`src/logic/slip_ctrl_pkg.sv`:
```
package slip_ctrl_pkg;

  // Register byte offsets on the Wishbone bus
  localparam logic [7:0] SLIP_CTRL_OFFS = 8'h00;
  localparam logic [7:0] FIFO_LAT_OFFS = 8'h04;
  localparam logic [7:0] STATUS_OFFS = 8'h08;
  localparam logic [7:0] SIG_ARRAY_BASE = 8'h80;

  // Control field positions
  localparam int TX_FIFO_BIT = 7;
  localparam int FORCE_HOLD_BIT = 4;
  localparam int SLIP_HOLD_BIT = 3;
  localparam int SYNC_DIR_BIT = 2;
  localparam int MODE_LSB = 0;

  // Status field positions
  localparam int ST_SLIP_HOLD_BIT = 0;
  localparam int ST_FROZEN_BIT = 1;
  localparam int ST_LEVEL_LSB = 8;

  // Reset values
  localparam logic [7:0] SLIP_CTRL_RESET = 8'h05;
  localparam logic [4:0] FIFO_LAT_RESET = 5'h00;
  localparam logic [3:0] SIG_RESET = 4'h0;

  // Sizes
  localparam int LAT_W = 5;
  localparam int SIG_W = 4;
  localparam int TS_W = 5;
  localparam int RX_FIFO_DEPTH = 32;

  // Receive buffer modes
  typedef enum logic [1:0] {
    RX_BYPASS0 = 2'b00,
    RX_SLIP = 2'b01,
    RX_FIFO = 2'b10,
    RX_BYPASS3 = 2'b11
  } rx_mode_e;

  // Slip-triggered hold sequence
  typedef enum logic [1:0] {
    HOLD_IDLE = 2'b00,
    HOLD_WAIT_MF = 2'b01,
    HOLD_FULL_MF = 2'b10
  } hold_state_e;

  // Layout of the control register
  typedef struct packed {
    logic tx_buffer_fifo_select;
    logic [1:0] reserved;
    logic force_signaling_hold;
    logic slip_triggered_hold_enable;
    logic rx_frame_sync_direction;
    rx_mode_e rx_buffer_mode_select;
  } slip_ctrl_s;

  // One new signaling value for one timeslot
  typedef struct packed {
    logic valid;
    logic [TS_W-1:0] timeslot;
    logic [SIG_W-1:0] value;
  } sig_upd_s;

endpackage

```
`src/logic/stream_fifo.sv`:
```
`timescale 1ns/1ps
`default_nettype none
module stream_fifo #(
  parameter int WIDTH = 1,
  parameter int DEPTH = 32
) (
  // Clock and reset
  input wire logic clk_i,
  input wire logic rst_i,
  // Fill side
  input wire logic in_valid_i,
  output logic in_ready_o,
  input wire logic [WIDTH-1:0] in_data_i,
  // Drain side
  output logic out_valid_o,
  input wire logic out_ready_i,
  output logic [WIDTH-1:0] out_data_o,
  output logic [$clog2(DEPTH):0] level_o
);
  localparam int AW = $clog2(DEPTH);

  logic [WIDTH-1:0] mem [DEPTH];
  logic [AW:0] wr_r, wr_nxt, rd_r, rd_nxt;
  logic push, pop;

  // Extra pointer bit tells full from empty
  always_comb begin
    in_ready_o = (wr_r - rd_r) != (AW+1)'(DEPTH);
    out_valid_o = wr_r != rd_r;
    push = in_valid_i && in_ready_o;
    pop = out_valid_o && out_ready_i;
    wr_nxt = push ? wr_r + 1'b1 : wr_r;
    rd_nxt = pop ? rd_r + 1'b1 : rd_r;
    out_data_o = mem[rd_r[AW-1:0]];
    level_o = wr_r - rd_r;
  end

  // Pointers and storage
  always_ff @(posedge clk_i) begin
    if (rst_i) begin
      wr_r <= '0;
      rd_r <= '0;
    end else begin
      wr_r <= wr_nxt;
      rd_r <= rd_nxt;
    end
    if (push) begin
      mem[wr_r[AW-1:0]] <= in_data_i;
    end
  end
endmodule
`default_nettype wire

```
`src/logic/slip_buffer_signaling_freeze_ctrl.sv`:
```
// The implementer's own choices: the Wishbone register port and the register offsets.
`timescale 1ns/1ps
`default_nettype none
// How it works
// - Tx buffer: 0 slip buffer, 1 FIFO
// - Tx buffer only in high-speed, clock input
// - Tx FIFO delay from latency register
// - Forced hold blocks signaling pin and array
// - No forced hold and no slip hold: signaling passes immediately
// - Slip with enable holds signaling until the second multiframe boundary
// - Buffer enabled: direction bit sets frame pin
// - Buffer bypassed: frame pin always output
// - Mode field: bypass, slip or FIFO
// - Rx FIFO delays data by latency periods
module slip_buffer_signaling_freeze_ctrl (
  // Clock and reset
  input wire logic clk_i,
  input wire logic rst_i,
  // Wishbone slave
  input wire logic wb_cyc_i,
  input wire logic wb_stb_i,
  input wire logic wb_we_i,
  input wire logic [7:0] wb_adr_i,
  input wire logic [31:0] wb_dat_i,
  input wire logic [3:0] wb_sel_i,
  output logic [31:0] wb_dat_o,
  output logic wb_ack_o,
  // Framer side, same clock
  input wire slip_ctrl_pkg::sig_upd_s sig_upd_i,
  input wire logic mf_boundary_i,
  input wire logic rx_slip_i,
  input wire logic frame_sync_i,
  input wire logic recovered_clk_i,
  input wire logic backplane_hs_i,
  // Receive pins
  input wire logic rx_serial_clock_i,
  output logic rx_serial_clock_o,
  output logic rx_serial_clock_oe_o,
  input wire logic rx_data_i,
  output logic rx_data_o,
  input wire logic rx_frame_boundary_i,
  output logic rx_frame_boundary_o,
  output logic rx_frame_boundary_oe_o,
  output logic rx_frame_sync_o,
  output logic [slip_ctrl_pkg::SIG_W-1:0] rx_signaling_output_pin_o,
  // Transmit buffer control
  output logic tx_serial_clock_oe_o,
  output logic tx_buffer_enable_o,
  output logic tx_buffer_fifo_select_o,
  output logic [slip_ctrl_pkg::LAT_W-1:0] tx_fifo_latency_o
);
  import slip_ctrl_pkg::*;

  localparam int LVL_W = $clog2(RX_FIFO_DEPTH) + 1;

  // Register state
  slip_ctrl_s ctrl_r, ctrl_nxt;
  logic [LAT_W-1:0] lat_r, lat_nxt;
  logic ack_r, ack_nxt;
  logic [31:0] rdat_r, rdat_nxt;
  logic [SIG_W-1:0] sig_array_r [32];

  // Pin synchronisers: stage one feeds stage two only
  logic [2:0] sync1_r, sync2_r, sync1_nxt, sync2_nxt;
  logic clk_prev_r, clk_prev_nxt;
  logic rx_edge;

  // Hold sequence and signaling
  hold_state_e hold_r, hold_nxt;
  logic frozen;
  logic [SIG_W-1:0] sig_pin_r, sig_pin_nxt;
  logic array_we;

  // Receive datapath and pins
  logic fifo_in_ready, fifo_out_valid, fifo_out_ready, fifo_out_data;
  logic [LVL_W-1:0] fifo_level;
  logic rx_data_r, rx_data_nxt;
  logic bypass;
  logic rclk_r, rclk_oe_r, fb_r, fb_oe_r, fs_r;
  logic rclk_nxt, rclk_oe_nxt, fb_nxt, fb_oe_nxt, fs_nxt;
  logic txc_oe_r, txe_r, txf_r, txc_oe_nxt, txe_nxt, txf_nxt;
  logic [LAT_W-1:0] txl_r, txl_nxt;

  // Both bypass codes decode the same way
  function automatic logic is_bypass(input rx_mode_e m);
    return (m == RX_BYPASS0) || (m == RX_BYPASS3);
  endfunction

  // Single-beat bus access: byte address, answer one cycle later
  logic bus_req, bus_wr;
  logic [4:0] arr_idx;
  always_comb begin
    bus_req = wb_cyc_i && wb_stb_i && !ack_r;
    bus_wr = bus_req && wb_we_i && wb_sel_i[0];
    arr_idx = wb_adr_i[6:2];
    ack_nxt = bus_req;
    ctrl_nxt = ctrl_r;
    lat_nxt = lat_r;
    rdat_nxt = 32'h0000_0000;
    if (bus_wr && wb_adr_i == SLIP_CTRL_OFFS) begin
      ctrl_nxt = slip_ctrl_s'(wb_dat_i[7:0]);
      ctrl_nxt.reserved = 2'b00; // Reserved bits stay zero
    end
    if (bus_wr && wb_adr_i == FIFO_LAT_OFFS) begin
      lat_nxt = wb_dat_i[LAT_W-1:0];
    end
    if (bus_req && !wb_we_i) begin
      if (wb_adr_i == SLIP_CTRL_OFFS) begin
        rdat_nxt[7:0] = ctrl_r;
      end else if (wb_adr_i == FIFO_LAT_OFFS) begin
        rdat_nxt[LAT_W-1:0] = lat_r;
      end else if (wb_adr_i == STATUS_OFFS) begin
        rdat_nxt[ST_SLIP_HOLD_BIT] = hold_r != HOLD_IDLE;
        rdat_nxt[ST_FROZEN_BIT] = frozen;
        rdat_nxt[ST_LEVEL_LSB +: LVL_W] = fifo_level;
      end else if (wb_adr_i[7] && wb_adr_i[1:0] == 2'b00) begin
        rdat_nxt[SIG_W-1:0] = sig_array_r[arr_idx];
      end
    end
  end

  always_ff @(posedge clk_i) begin
    if (rst_i) begin
      ctrl_r <= slip_ctrl_s'(SLIP_CTRL_RESET);
      lat_r <= FIFO_LAT_RESET;
      ack_r <= 1'b0;
      rdat_r <= 32'h0000_0000;
    end else begin
      ctrl_r <= ctrl_nxt;
      lat_r <= lat_nxt;
      ack_r <= ack_nxt;
      rdat_r <= rdat_nxt;
    end
  end

  assign wb_ack_o = ack_r;
  assign wb_dat_o = rdat_r;

  // Order: clock, data, frame boundary
  always_comb begin
    sync1_nxt = {rx_frame_boundary_i, rx_data_i, rx_serial_clock_i};
    sync2_nxt = sync1_r;
    clk_prev_nxt = sync2_r[0];
    rx_edge = sync2_r[0] && !clk_prev_r;
  end

  always_ff @(posedge clk_i) begin
    if (rst_i) begin
      sync1_r <= 3'b000;
      sync2_r <= 3'b000;
      clk_prev_r <= 1'b0;
    end else begin
      sync1_r <= sync1_nxt;
      sync2_r <= sync2_nxt;
      clk_prev_r <= clk_prev_nxt;
    end
  end

  // A slip restarts the wait, so overlapping slips extend the hold
  always_comb begin
    hold_nxt = hold_r;
    unique case (hold_r)
      HOLD_IDLE: begin
        if (rx_slip_i && ctrl_r.slip_triggered_hold_enable) begin
          hold_nxt = HOLD_WAIT_MF;
        end
      end
      HOLD_WAIT_MF: begin
        if (mf_boundary_i) begin
          hold_nxt = HOLD_FULL_MF;
        end
      end
      HOLD_FULL_MF: begin
        if (mf_boundary_i) begin
          hold_nxt = HOLD_IDLE;
        end
      end
      default: hold_nxt = HOLD_IDLE;
    endcase
    if (hold_r != HOLD_IDLE && rx_slip_i && ctrl_r.slip_triggered_hold_enable) begin
      hold_nxt = HOLD_WAIT_MF;
    end
  end

  always_ff @(posedge clk_i) begin
    if (rst_i) begin
      hold_r <= HOLD_IDLE;
    end else begin
      hold_r <= hold_nxt;
    end
  end

  // Updates that arrive while frozen are dropped, not queued
  always_comb begin
    frozen = ctrl_r.force_signaling_hold || hold_r != HOLD_IDLE;
    array_we = sig_upd_i.valid && !frozen;
    sig_pin_nxt = array_we ? sig_upd_i.value : sig_pin_r;
  end

  always_ff @(posedge clk_i) begin
    if (rst_i) begin
      sig_pin_r <= SIG_RESET;
      for (int i = 0; i < 32; i++) begin
        sig_array_r[i] <= SIG_RESET;
      end
    end else begin
      sig_pin_r <= sig_pin_nxt;
      if (array_we) begin
        sig_array_r[sig_upd_i.timeslot] <= sig_upd_i.value;
      end
    end
  end

  assign rx_signaling_output_pin_o = sig_pin_r;

  // One bit enters per rising rx clock edge; a full FIFO drops the incoming bit
  stream_fifo #(
    .WIDTH(1),
    .DEPTH(RX_FIFO_DEPTH)
  ) u_rx_fifo (
    .clk_i(clk_i),
    .rst_i(rst_i),
    .in_valid_i(rx_edge),
    .in_ready_o(fifo_in_ready),
    .in_data_i(sync2_r[1]),
    .out_valid_o(fifo_out_valid),
    .out_ready_i(fifo_out_ready),
    .out_data_o(fifo_out_data),
    .level_o(fifo_level)
  );

  // Outside FIFO mode the buffer drains freely so it never stays full
  always_comb begin
    bypass = is_bypass(ctrl_r.rx_buffer_mode_select);
    fifo_out_ready = ctrl_r.rx_buffer_mode_select != RX_FIFO ||
                     (rx_edge && fifo_level > LVL_W'(lat_r));
    rx_data_nxt = rx_data_r;
    if (ctrl_r.rx_buffer_mode_select == RX_FIFO) begin
      if (fifo_out_valid && fifo_out_ready) begin
        rx_data_nxt = fifo_out_data;
      end
    end else if (rx_edge) begin
      rx_data_nxt = sync2_r[1];
    end
  end

  // Pin directions and transmit buffer settings
  always_comb begin
    rclk_oe_nxt = bypass;
    rclk_nxt = recovered_clk_i;
    fb_oe_nxt = bypass || !ctrl_r.rx_frame_sync_direction;
    fb_nxt = frame_sync_i;
    fs_nxt = fb_oe_r ? frame_sync_i : sync2_r[2];
    txe_nxt = backplane_hs_i;
    txc_oe_nxt = 1'b0;
    txf_nxt = ctrl_r.tx_buffer_fifo_select;
    txl_nxt = ctrl_r.tx_buffer_fifo_select ? lat_r : FIFO_LAT_RESET;
  end

  always_ff @(posedge clk_i) begin
    if (rst_i) begin
      rx_data_r <= 1'b0;
      rclk_r <= 1'b0;
      rclk_oe_r <= 1'b0;
      fb_r <= 1'b0;
      fb_oe_r <= 1'b0;
      fs_r <= 1'b0;
      txc_oe_r <= 1'b0;
      txe_r <= 1'b0;
      txf_r <= 1'b0;
      txl_r <= FIFO_LAT_RESET;
    end else begin
      rx_data_r <= rx_data_nxt;
      rclk_r <= rclk_nxt;
      rclk_oe_r <= rclk_oe_nxt;
      fb_r <= fb_nxt;
      fb_oe_r <= fb_oe_nxt;
      fs_r <= fs_nxt;
      txc_oe_r <= txc_oe_nxt;
      txe_r <= txe_nxt;
      txf_r <= txf_nxt;
      txl_r <= txl_nxt;
    end
  end

  assign rx_data_o = rx_data_r;
  assign rx_serial_clock_o = rclk_r;
  assign rx_serial_clock_oe_o = rclk_oe_r;
  assign rx_frame_boundary_o = fb_r;
  assign rx_frame_boundary_oe_o = fb_oe_r;
  assign rx_frame_sync_o = fs_r;
  assign tx_serial_clock_oe_o = txc_oe_r;
  assign tx_buffer_enable_o = txe_r;
  assign tx_buffer_fifo_select_o = txf_r;
  assign tx_fifo_latency_o = txl_r;

  // Checks on the block's own outputs, hold state and FIFO level
  tx_mode_follow_a: assert property (@(posedge clk_i) disable iff (rst_i)
    ##1 tx_buffer_fifo_select_o == $past(ctrl_r.tx_buffer_fifo_select))
    else $error("tx buffer mode does not follow control");
  tx_clk_input_a: assert property (@(posedge clk_i) disable iff (rst_i)
    tx_buffer_enable_o |-> !tx_serial_clock_oe_o)
    else $error("tx clock driven while tx buffer in use");
  tx_latency_a: assert property (@(posedge clk_i) disable iff (rst_i)
    ##1 $past(ctrl_r.tx_buffer_fifo_select) |-> tx_fifo_latency_o == $past(lat_r))
    else $error("tx FIFO latency not taken from register");
  force_freeze_a: assert property (@(posedge clk_i) disable iff (rst_i)
    ctrl_r.force_signaling_hold |=> $stable(rx_signaling_output_pin_o))
    else $error("signaling pin changed while forced hold");
  sig_pass_a: assert property (@(posedge clk_i) disable iff (rst_i)
    sig_upd_i.valid && !ctrl_r.force_signaling_hold && hold_r == HOLD_IDLE
    |=> rx_signaling_output_pin_o == $past(sig_upd_i.value))
    else $error("signaling update not passed through");
  slip_hold_a: assert property (@(posedge clk_i) disable iff (rst_i)
    rx_slip_i && ctrl_r.slip_triggered_hold_enable |=> hold_r == HOLD_WAIT_MF)
    else $error("slip did not start signaling hold");
  no_slip_hold_a: assert property (@(posedge clk_i) disable iff (rst_i)
    hold_r == HOLD_IDLE && !ctrl_r.slip_triggered_hold_enable |=> hold_r == HOLD_IDLE)
    else $error("hold started while disabled");
  sync_dir_a: assert property (@(posedge clk_i) disable iff (rst_i)
    !bypass ##1 $stable(ctrl_r) |-> rx_frame_boundary_oe_o == !ctrl_r.rx_frame_sync_direction)
    else $error("frame boundary direction wrong");
  bypass_out_a: assert property (@(posedge clk_i) disable iff (rst_i)
    bypass |=> rx_frame_boundary_oe_o && rx_serial_clock_oe_o)
    else $error("frame boundary not output in bypass");
  fifo_latency_a: assert property (@(posedge clk_i) disable iff (rst_i)
    ctrl_r.rx_buffer_mode_select == RX_FIFO && rx_edge && fifo_level > LVL_W'(lat_r)
    |=> fifo_level <= $past(fifo_level))
    else $error("rx FIFO grew past its latency");
  hold_release_a: assert property (@(posedge clk_i) disable iff (rst_i)
    hold_r == HOLD_FULL_MF && mf_boundary_i && !rx_slip_i |=> hold_r == HOLD_IDLE)
    else $error("hold not released at multiframe boundary");
endmodule
`default_nettype wire

```
`config.mk`:
```
export PLATFORM = sky130hd
export DESIGN_NAME = slip_buffer_signaling_freeze_ctrl
export DESIGN_NICKNAME = d
export VERILOG_FILES = /design/src/logic/slip_ctrl_pkg.sv /design/src/logic/stream_fifo.sv /design/src/logic/slip_buffer_signaling_freeze_ctrl.sv
export SDC_FILE = /design/constraint.sdc
export NUM_CORES = 1
export LEC_CHECK = 0
export BUFFER_PORTS_ARGS = -buffer_cell sky130_fd_sc_hd__buf_2
export CAP_MARGIN = 5
export CORE_UTILIZATION = 47
export CTS_BUF_LIST = sky130_fd_sc_hd__clkbuf_4 sky130_fd_sc_hd__clkbuf_8
export CTS_CLUSTER_DIAMETER = 200
export CTS_CLUSTER_SIZE = 20
export DETAILED_ROUTE_END_ITERATION = 10
export GPL_TIMING_DRIVEN = 0
export PLACE_DENSITY_LB_ADDON = 0.3
export SYNTH_ARGS = -nofsm -noshare
export SYNTH_HDL_FRONTEND = slang
export SYNTH_HIERARCHICAL = 1
export SYNTH_SLANG_ARGS = --single-unit
export TNS_END_PERCENT = 30
```
`constraint.sdc`:
```
create_clock -name clk_i -period 7.28 [get_ports clk_i]
set_input_delay 1.092 -clock clk_i [delete_from_list [all_inputs] [get_ports clk_i]]
set_output_delay 1.092 -clock clk_i [all_outputs]
set_load 0.01 [all_outputs]
```
======== Word-level counts from Yosys, hierarchy flattened ========
Memory sizes are Yosys's and may differ from the RTL's. A register that Yosys moved wholly into a read port is not among the register bits.
Index checks and enable logic that the tools add are counted.
storage, ports and cells
  flip-flop bits (word level) ............. 80
  bits in writable memories ............... 160
  input port bits ......................... 67
  output and inout bits ................... 51
  word-level logic and storage cells ...... 121
  memories ................................ 2
cells by class
  $add $sub $neg .......................... 3
  magnitude comparators ................... 1
  equality and inequality tests ........... 16
  multiplexer cells ....................... 27
  bitwise logic cells ..................... 4
  reduce and logical (&&, ||, !) cells .... 40
memory list
  name           words  width  read ports  clocked after Yosys merged registers in  write ports  line                                     source
  sig_array_r    32     4      1           0                                        32           slip_buffer_signaling_freeze_ctrl.sv:61  logic [SIG_W-1:0] sig_array_r [32];
  u_rx_fifo.mem  32     1      1           1                                        1            stream_fifo.sv:22                        logic [WIDTH-1:0] mem [DEPTH];
operator list
  kind                                                                    number
  5-bit 2-to-1 mux                                                        4
  1-bit logical AND                                                       16
  1-bit 2-to-1 mux                                                        14
  6-bit by 1-bit adder with 6-bit output (second input constant)          2
  4-bit 2-to-1 mux                                                        3
  2-bit 2-to-1 mux                                                        5
  3-bit != test (second input constant)                                   3
  8-bit by 3-bit equality test with 1-bit output (second input constant)  1
  8-bit by 4-bit equality test with 1-bit output (second input constant)  1
  8-bit zero test                                                         1
  2-bit != test (second input constant)                                   4
  2-bit equality test (second input constant)                             3
  6-bit by 5-bit > comparator with 1-bit output                           1
  2-bit zero test                                                         3
  6-bit != test                                                           1
  6-bit != test (second input constant)                                   1
  2-bit case mux with 3 select lines                                      1
  3-bit AND reduction                                                     2
  2-bit OR reduction                                                      3
  6-bit subtractor                                                        1
  1-bit zero test                                                         5
  5-bit OR reduction                                                      1
  1-bit logical OR                                                        4
  1-bit inverter                                                          4
  other kinds (6)                                                         7

======== Longest topological paths before layout ========
  depth after elaboration ................. 9
  mapped depth ............................ 17
  gate-level depth less buffers ........... 16

======== Hierarchy ========
Netlist, hierarchy kept.
modules (own cells, without submodules)
  module                             instances  cells each  area each (µm²)  seq. area each (µm²)
  slip_buffer_signaling_freeze_ctrl  1          655         8287.9           4844.6
  stream_fifo                        1          200         2381.0           1301.2

======== Worst setup path after synthesis ========
OpenSTA, ideal clock, no wires.
  path type ............................... input to register
  start ................................... input port sig_upd_i[9] in the netlist's numbering
  end ..................................... memory sig_array_r[20][0] (enable)
  setup time .............................. 307 ps
  data arrival time ....................... 2523 ps
  data required time ...................... 6973 ps
  path slack .............................. 4449 ps
  cell stages on the path ................. 6
  buffers on the path ..................... 2
  path through ............................ or4b_1 -> buf_2 -> or4_4 -> buf_6 -> nor2_4 -> or2_1
RTL lines
  item             line                                     source
  start, declared  slip_buffer_signaling_freeze_ctrl.sv:29  input wire slip_ctrl_pkg::sig_upd_s sig_upd_i,
  end, declared    slip_buffer_signaling_freeze_ctrl.sv:61

======== Final worst setup path ========
  start ................................... register u_rx_fifo.wr_r[0]
  end ..................................... register u_rx_fifo.rd_r[5]
between the ends
  longest elaborated chain between the ends .. 5
  elaborated cells between the ends (all ways) .. 6
  classes of those cells .................. add/sub (1); order compare (1); eq/ne (1); reduce/logical (3)
RTL lines
  item                                           line                                      source
  start, declared                                stream_fifo.sv:23                         logic [AW:0] wr_r, wr_nxt, rd_r, rd_nxt;
  start signal, assigned                         stream_fifo.sv:44                         wr_r <= wr_nxt;
  6-bit subtractor                               stream_fifo.sv:35                         level_o = wr_r - rd_r;
  via fifo_level[4]                              slip_buffer_signaling_freeze_ctrl.sv:76   logic [LVL_W-1:0] fifo_level;
  6-bit by 5-bit > comparator with 1-bit output  slip_buffer_signaling_freeze_ctrl.sv:236  (rx_edge && fifo_level > LVL_W'(lat_r));
  1-bit logical AND                              slip_buffer_signaling_freeze_ctrl.sv:236
  1-bit logical OR                               slip_buffer_signaling_freeze_ctrl.sv:235  fifo_out_ready = ctrl_r.rx_buffer_mode_select != RX_FIFO ||
  via fifo_out_ready                             slip_buffer_signaling_freeze_ctrl.sv:75   logic fifo_in_ready, fifo_out_valid, fifo_out_ready, fifo_out_data;
  1-bit logical AND                              stream_fifo.sv:31                         pop = out_valid_o && out_ready_i;
  end signal, assigned                           stream_fifo.sv:45                         rd_r <= rd_nxt;
  end, declared                                  stream_fifo.sv:23
The timed path passes the listed nets, and every way through them passes these cells.
A chain may end at the register's enable or synchronous reset.

==> results.sh <==
export IMPL_crit_arrival_ns=3.55
export IMPL_postCtsSetupRepairBufs=0
export IMPL_track_usage=0.2031
export IMPL_yosysTopAreaCell="edfxtp_1"
export IMPL_viasPerCell=5.330
export IMPL_maxCapViolCount=0
export IMPL_ys_ff_latch=227
export IMPL_synth_edf_count=160
export IMPL_yosysMostFrequentCell="edfxtp_1"
export IMPL_netlist_instances=855
export IMPL_drive_gt1_frac=0.2243
export IMPL_grt_pass1_wl_mm=36.49
export IMPL_cts_resized=0
export IMPL_htree_num_levels=1
export IMPL_synth_area_leaders="edfxtp_1 (45%), dfxtp_1 (13%), mux4_2 (8.9%)"
export IMPL_min_delay_path_class="flip-flop to flip-flop"
export IMPL_num_antenna_cells=0
export IMPL_powerDensity_nw_per_um2=217.0
export IMPL_wl_per_cell_um=18.72
export IMPL_ant_nets=0
export IMPL_rsz0062_at_grt="no"
export IMPL_worstPathMaxFanout=7
export IMPL_clk_latency_ns=0.51
export IMPL_n_fill_cell=1937
export IMPL_p_leak_nw=4.331
export IMPL_die_width_um=152.7
export IMPL_area_growth_pct=9.640
export IMPL_cp_required_ns=7.68
export IMPL_synth_top_area_share=0.4503
export IMPL_dpl_cell_area_um2=11410
export IMPL_cts_sinks=227
export IMPL_antenna_found_initial=2
export IMPL_first_pass_iters=11
export IMPL_setup_viol=0
export IMPL_synth_flop_cell="edfxtp_1"
export IMPL_yosysUniqueCellTypes=62
export IMPL_violations="DRC"
export IMPL_skew_ns=0.02556
export IMPL_ctsRootBufferMaster="clkbuf_8"
export IMPL_r2r_setup_slack_ns=4.13
export IMPL_ys_warn_count=6
export IMPL_post_place_cells=1219
export IMPL_ys_seq_area_frac=0.5761
export IMPL_worstSetupStartpointType="flip-flop"
export IMPL_dpl_hpwl_mm=17.20
export IMPL_synthArstFlopShare=0
export IMPL_grt_overflow=0
export IMPL_cp_cell_sequence="inv_1 -> ha_1 -> inv_1 -> fa_1 -> nand3_1 -> nand2_1 -> xor2_1 -> ha_1 -> nor2b_1 -> a211o_1 -> o21ai_0 -> o21ai_0 -> and2_1 -> clkbuf_1 -> nand4_1 -> xor2_1 -> nor2_1"
export IMPL_dieArea_um2=23310
export IMPL_pin_count=118
export IMPL_die_y_um=152.7
export IMPL_nNetsFinal=1040
export IMPL_gp_congestion=0.8724
export IMPL_endpoint_kind="flip-flop"
export IMPL_critPathSlowestCell="fa_1"
export IMPL_rows=54
export IMPL_stdcell_count=1243
export IMPL_cts_tree="built"
export IMPL_clkTransAtPathRegs_ns=0.12
export IMPL_route_detailed_drc=9
export IMPL_tns_ns=0
export IMPL_pre_cts_slack_ns=3.970
export IMPL_tightest_slew_ns=0.9647
export IMPL_grt_pass1_vias=6622
export IMPL_avgSynthCellArea_um2=12.48
export IMPL_port_buffer_count=64
export IMPL_slew_headroom=0.3560
export IMPL_drv_slew=0
export IMPL_ir_drop_mv=0.1363
export IMPL_cts_buffer_depth=3
export IMPL_design_area_um2=11700
export IMPL_core_um2=22030
export IMPL_holdBufCountCts=0
export IMPL_start_util=0.4844
export IMPL_num_vias=6625
export IMPL_grt_max_degree=34
export IMPL_wl_mm=23.27
export IMPL_critPathKind="flip-flop to flip-flop"
export IMPL_synth_commonest_cells="edfxtp_1 (160), and2_1 (140), nor2_1 (97), dfxtp_1 (67), mux4_2 (42)"
export IMPL_fin_ws_ns=4.129
export IMPL_slowest_delay_ns=0.39
export IMPL_finalHoldViolations=0
export IMPL_outcome="finished, violations left"
export IMPL_numCtsBuffers=15
export IMPL_fin_crit_ns=3.151
export IMPL_fmax_ghz=0.3174
export IMPL_post_route_period_util=0.4328
export IMPL_drt_initial_drc_count=263
export IMPL_mappedNetlistArea_um2=10670
==> metal layers <==
layer | global-route usage | part of all wire | vias up
met2 | 0.3469 | 0.49 | 189
met1 | 0.2657 | 0.43 | 3219
li1 | - | - | 3174
met4 | 0.06061 | 0.024 | 2
met5 | 0 | 0.00056 | -
met3 | 0.03413 | 0.063 | 41
==> worst paths after layout <==
check	depth (start not counted)	startpoint	end
setup / recovery	17	u_rx_fifo/wr_r[0]	u_rx_fifo/rd_r[5]
hold / removal	1	sync1_r[1]	sync2_r[1]
hold reg to reg	1	sync1_r[1]	sync2_r[1]
setup reg to reg	17	u_rx_fifo/wr_r[0]	u_rx_fifo/rd_r[5]
==> critical path: cells and delay by family, from the launching register on <==
family,cells,cell delay (ns)
flops,1,0.37
buf+inv,3,0.46
simple gates,6,0.67
fa+ha+maj,3,0.89
xor+xnor,2,0.33
compound gates,3,0.34
==> logic make-up after synthesis <==
group | count (synthesis) | share of synthesized area
and+or+nand+nor | 397 | 0.2133
DFF | 227 | 0.5761
buffers and inverters | 87 | 0.03964
muxes | 66 | 0.1120
AOI/OAI and AO/OA | 51 | 0.03061
adders and majority gates | 17 | 0.02064
xor gates and xnor gates | 9 | 0.007388
other | 1 | 0.0003515
==> layout by cell type, fill, tap and decap left out, types with 5 or more instances in the layout <==
cell      count
nand2b_1      5
inv_1        22
nor2b_1      20
or3_1         5
nor2_4        8
clkbuf_1     30
or2_2        30
ha_1         16
a21oi_1      13
mux4_2       42
nor3_1        6
mux2i_1      17
clkbuf_4      8
dfxtp_1      67
buf_2        72
nand2_1      28
nor2_1       97
xnor2_1       5
conb_1       21
or3b_2        5
nand3b_1      9
nand4_1       7
o21ai_0      11
and2_1      140
clkbuf_8     15
edfxtp_1    160
nand3_1      14
buf_4        21
==> per-stage QoR <==
step | hold WS (ns) | utilization | power (mW)
6_report | 0.4514 | 0.5311 | 2.538
5_1_grt | 0.4655 | 0.5311 | 2.648
4_1_cts | 0.4584 | 0.5311 | 2.556
3_5_place_dp | 0.4299 | 0.5182 | 1.939
3_3_place_gp | 0.4191 | 0.5182 | 1.932
2_1_floorplan | 0.4138 | - | 1.817
==> final cells by class <==
class	instances	area (um^2)	area share
sequential	227	6146	0.5254
inverter	23	86.33	0.007380
clock buffer	23	266.5	0.02278
multi-input combinational	561	4175	0.3569
buffer	64	336.6	0.02877
timing repair buffer	64	320.3	0.02738
clock inverter	1	16.27	0.001391
tap	280	350.3	0.02995
==> report_power, final <==
part | leakage, nW | total (mW) | switching (mW) | internal, mW
clock | 0.152 | 0.632 | 0.393 | 0.239
sequential | 2.06 | 1.45 | 0.0226 | 1.43
combinational | 2.12 | 0.452 | 0.251 | 0.201
total | 4.33 | 2.54 | 0.666 | 1.87
==> flip-flops by register name, indices dropped and copies added (netlist names), 2 cells and up, named ones only <==
register	count
sig_array_r	128
u_rx_fifo/mem	32
wb_dat_o	12
u_rx_fifo/rd_r	6
u_rx_fifo/wr_r	6
ctrl_r	5
lat_r	5
tx_fifo_latency_o	5
rx_signaling_output_pin_o	4
sync1_r	3
sync2_r	3
hold_r	2
Note: power is estimated with default switching activity, not from simulation.
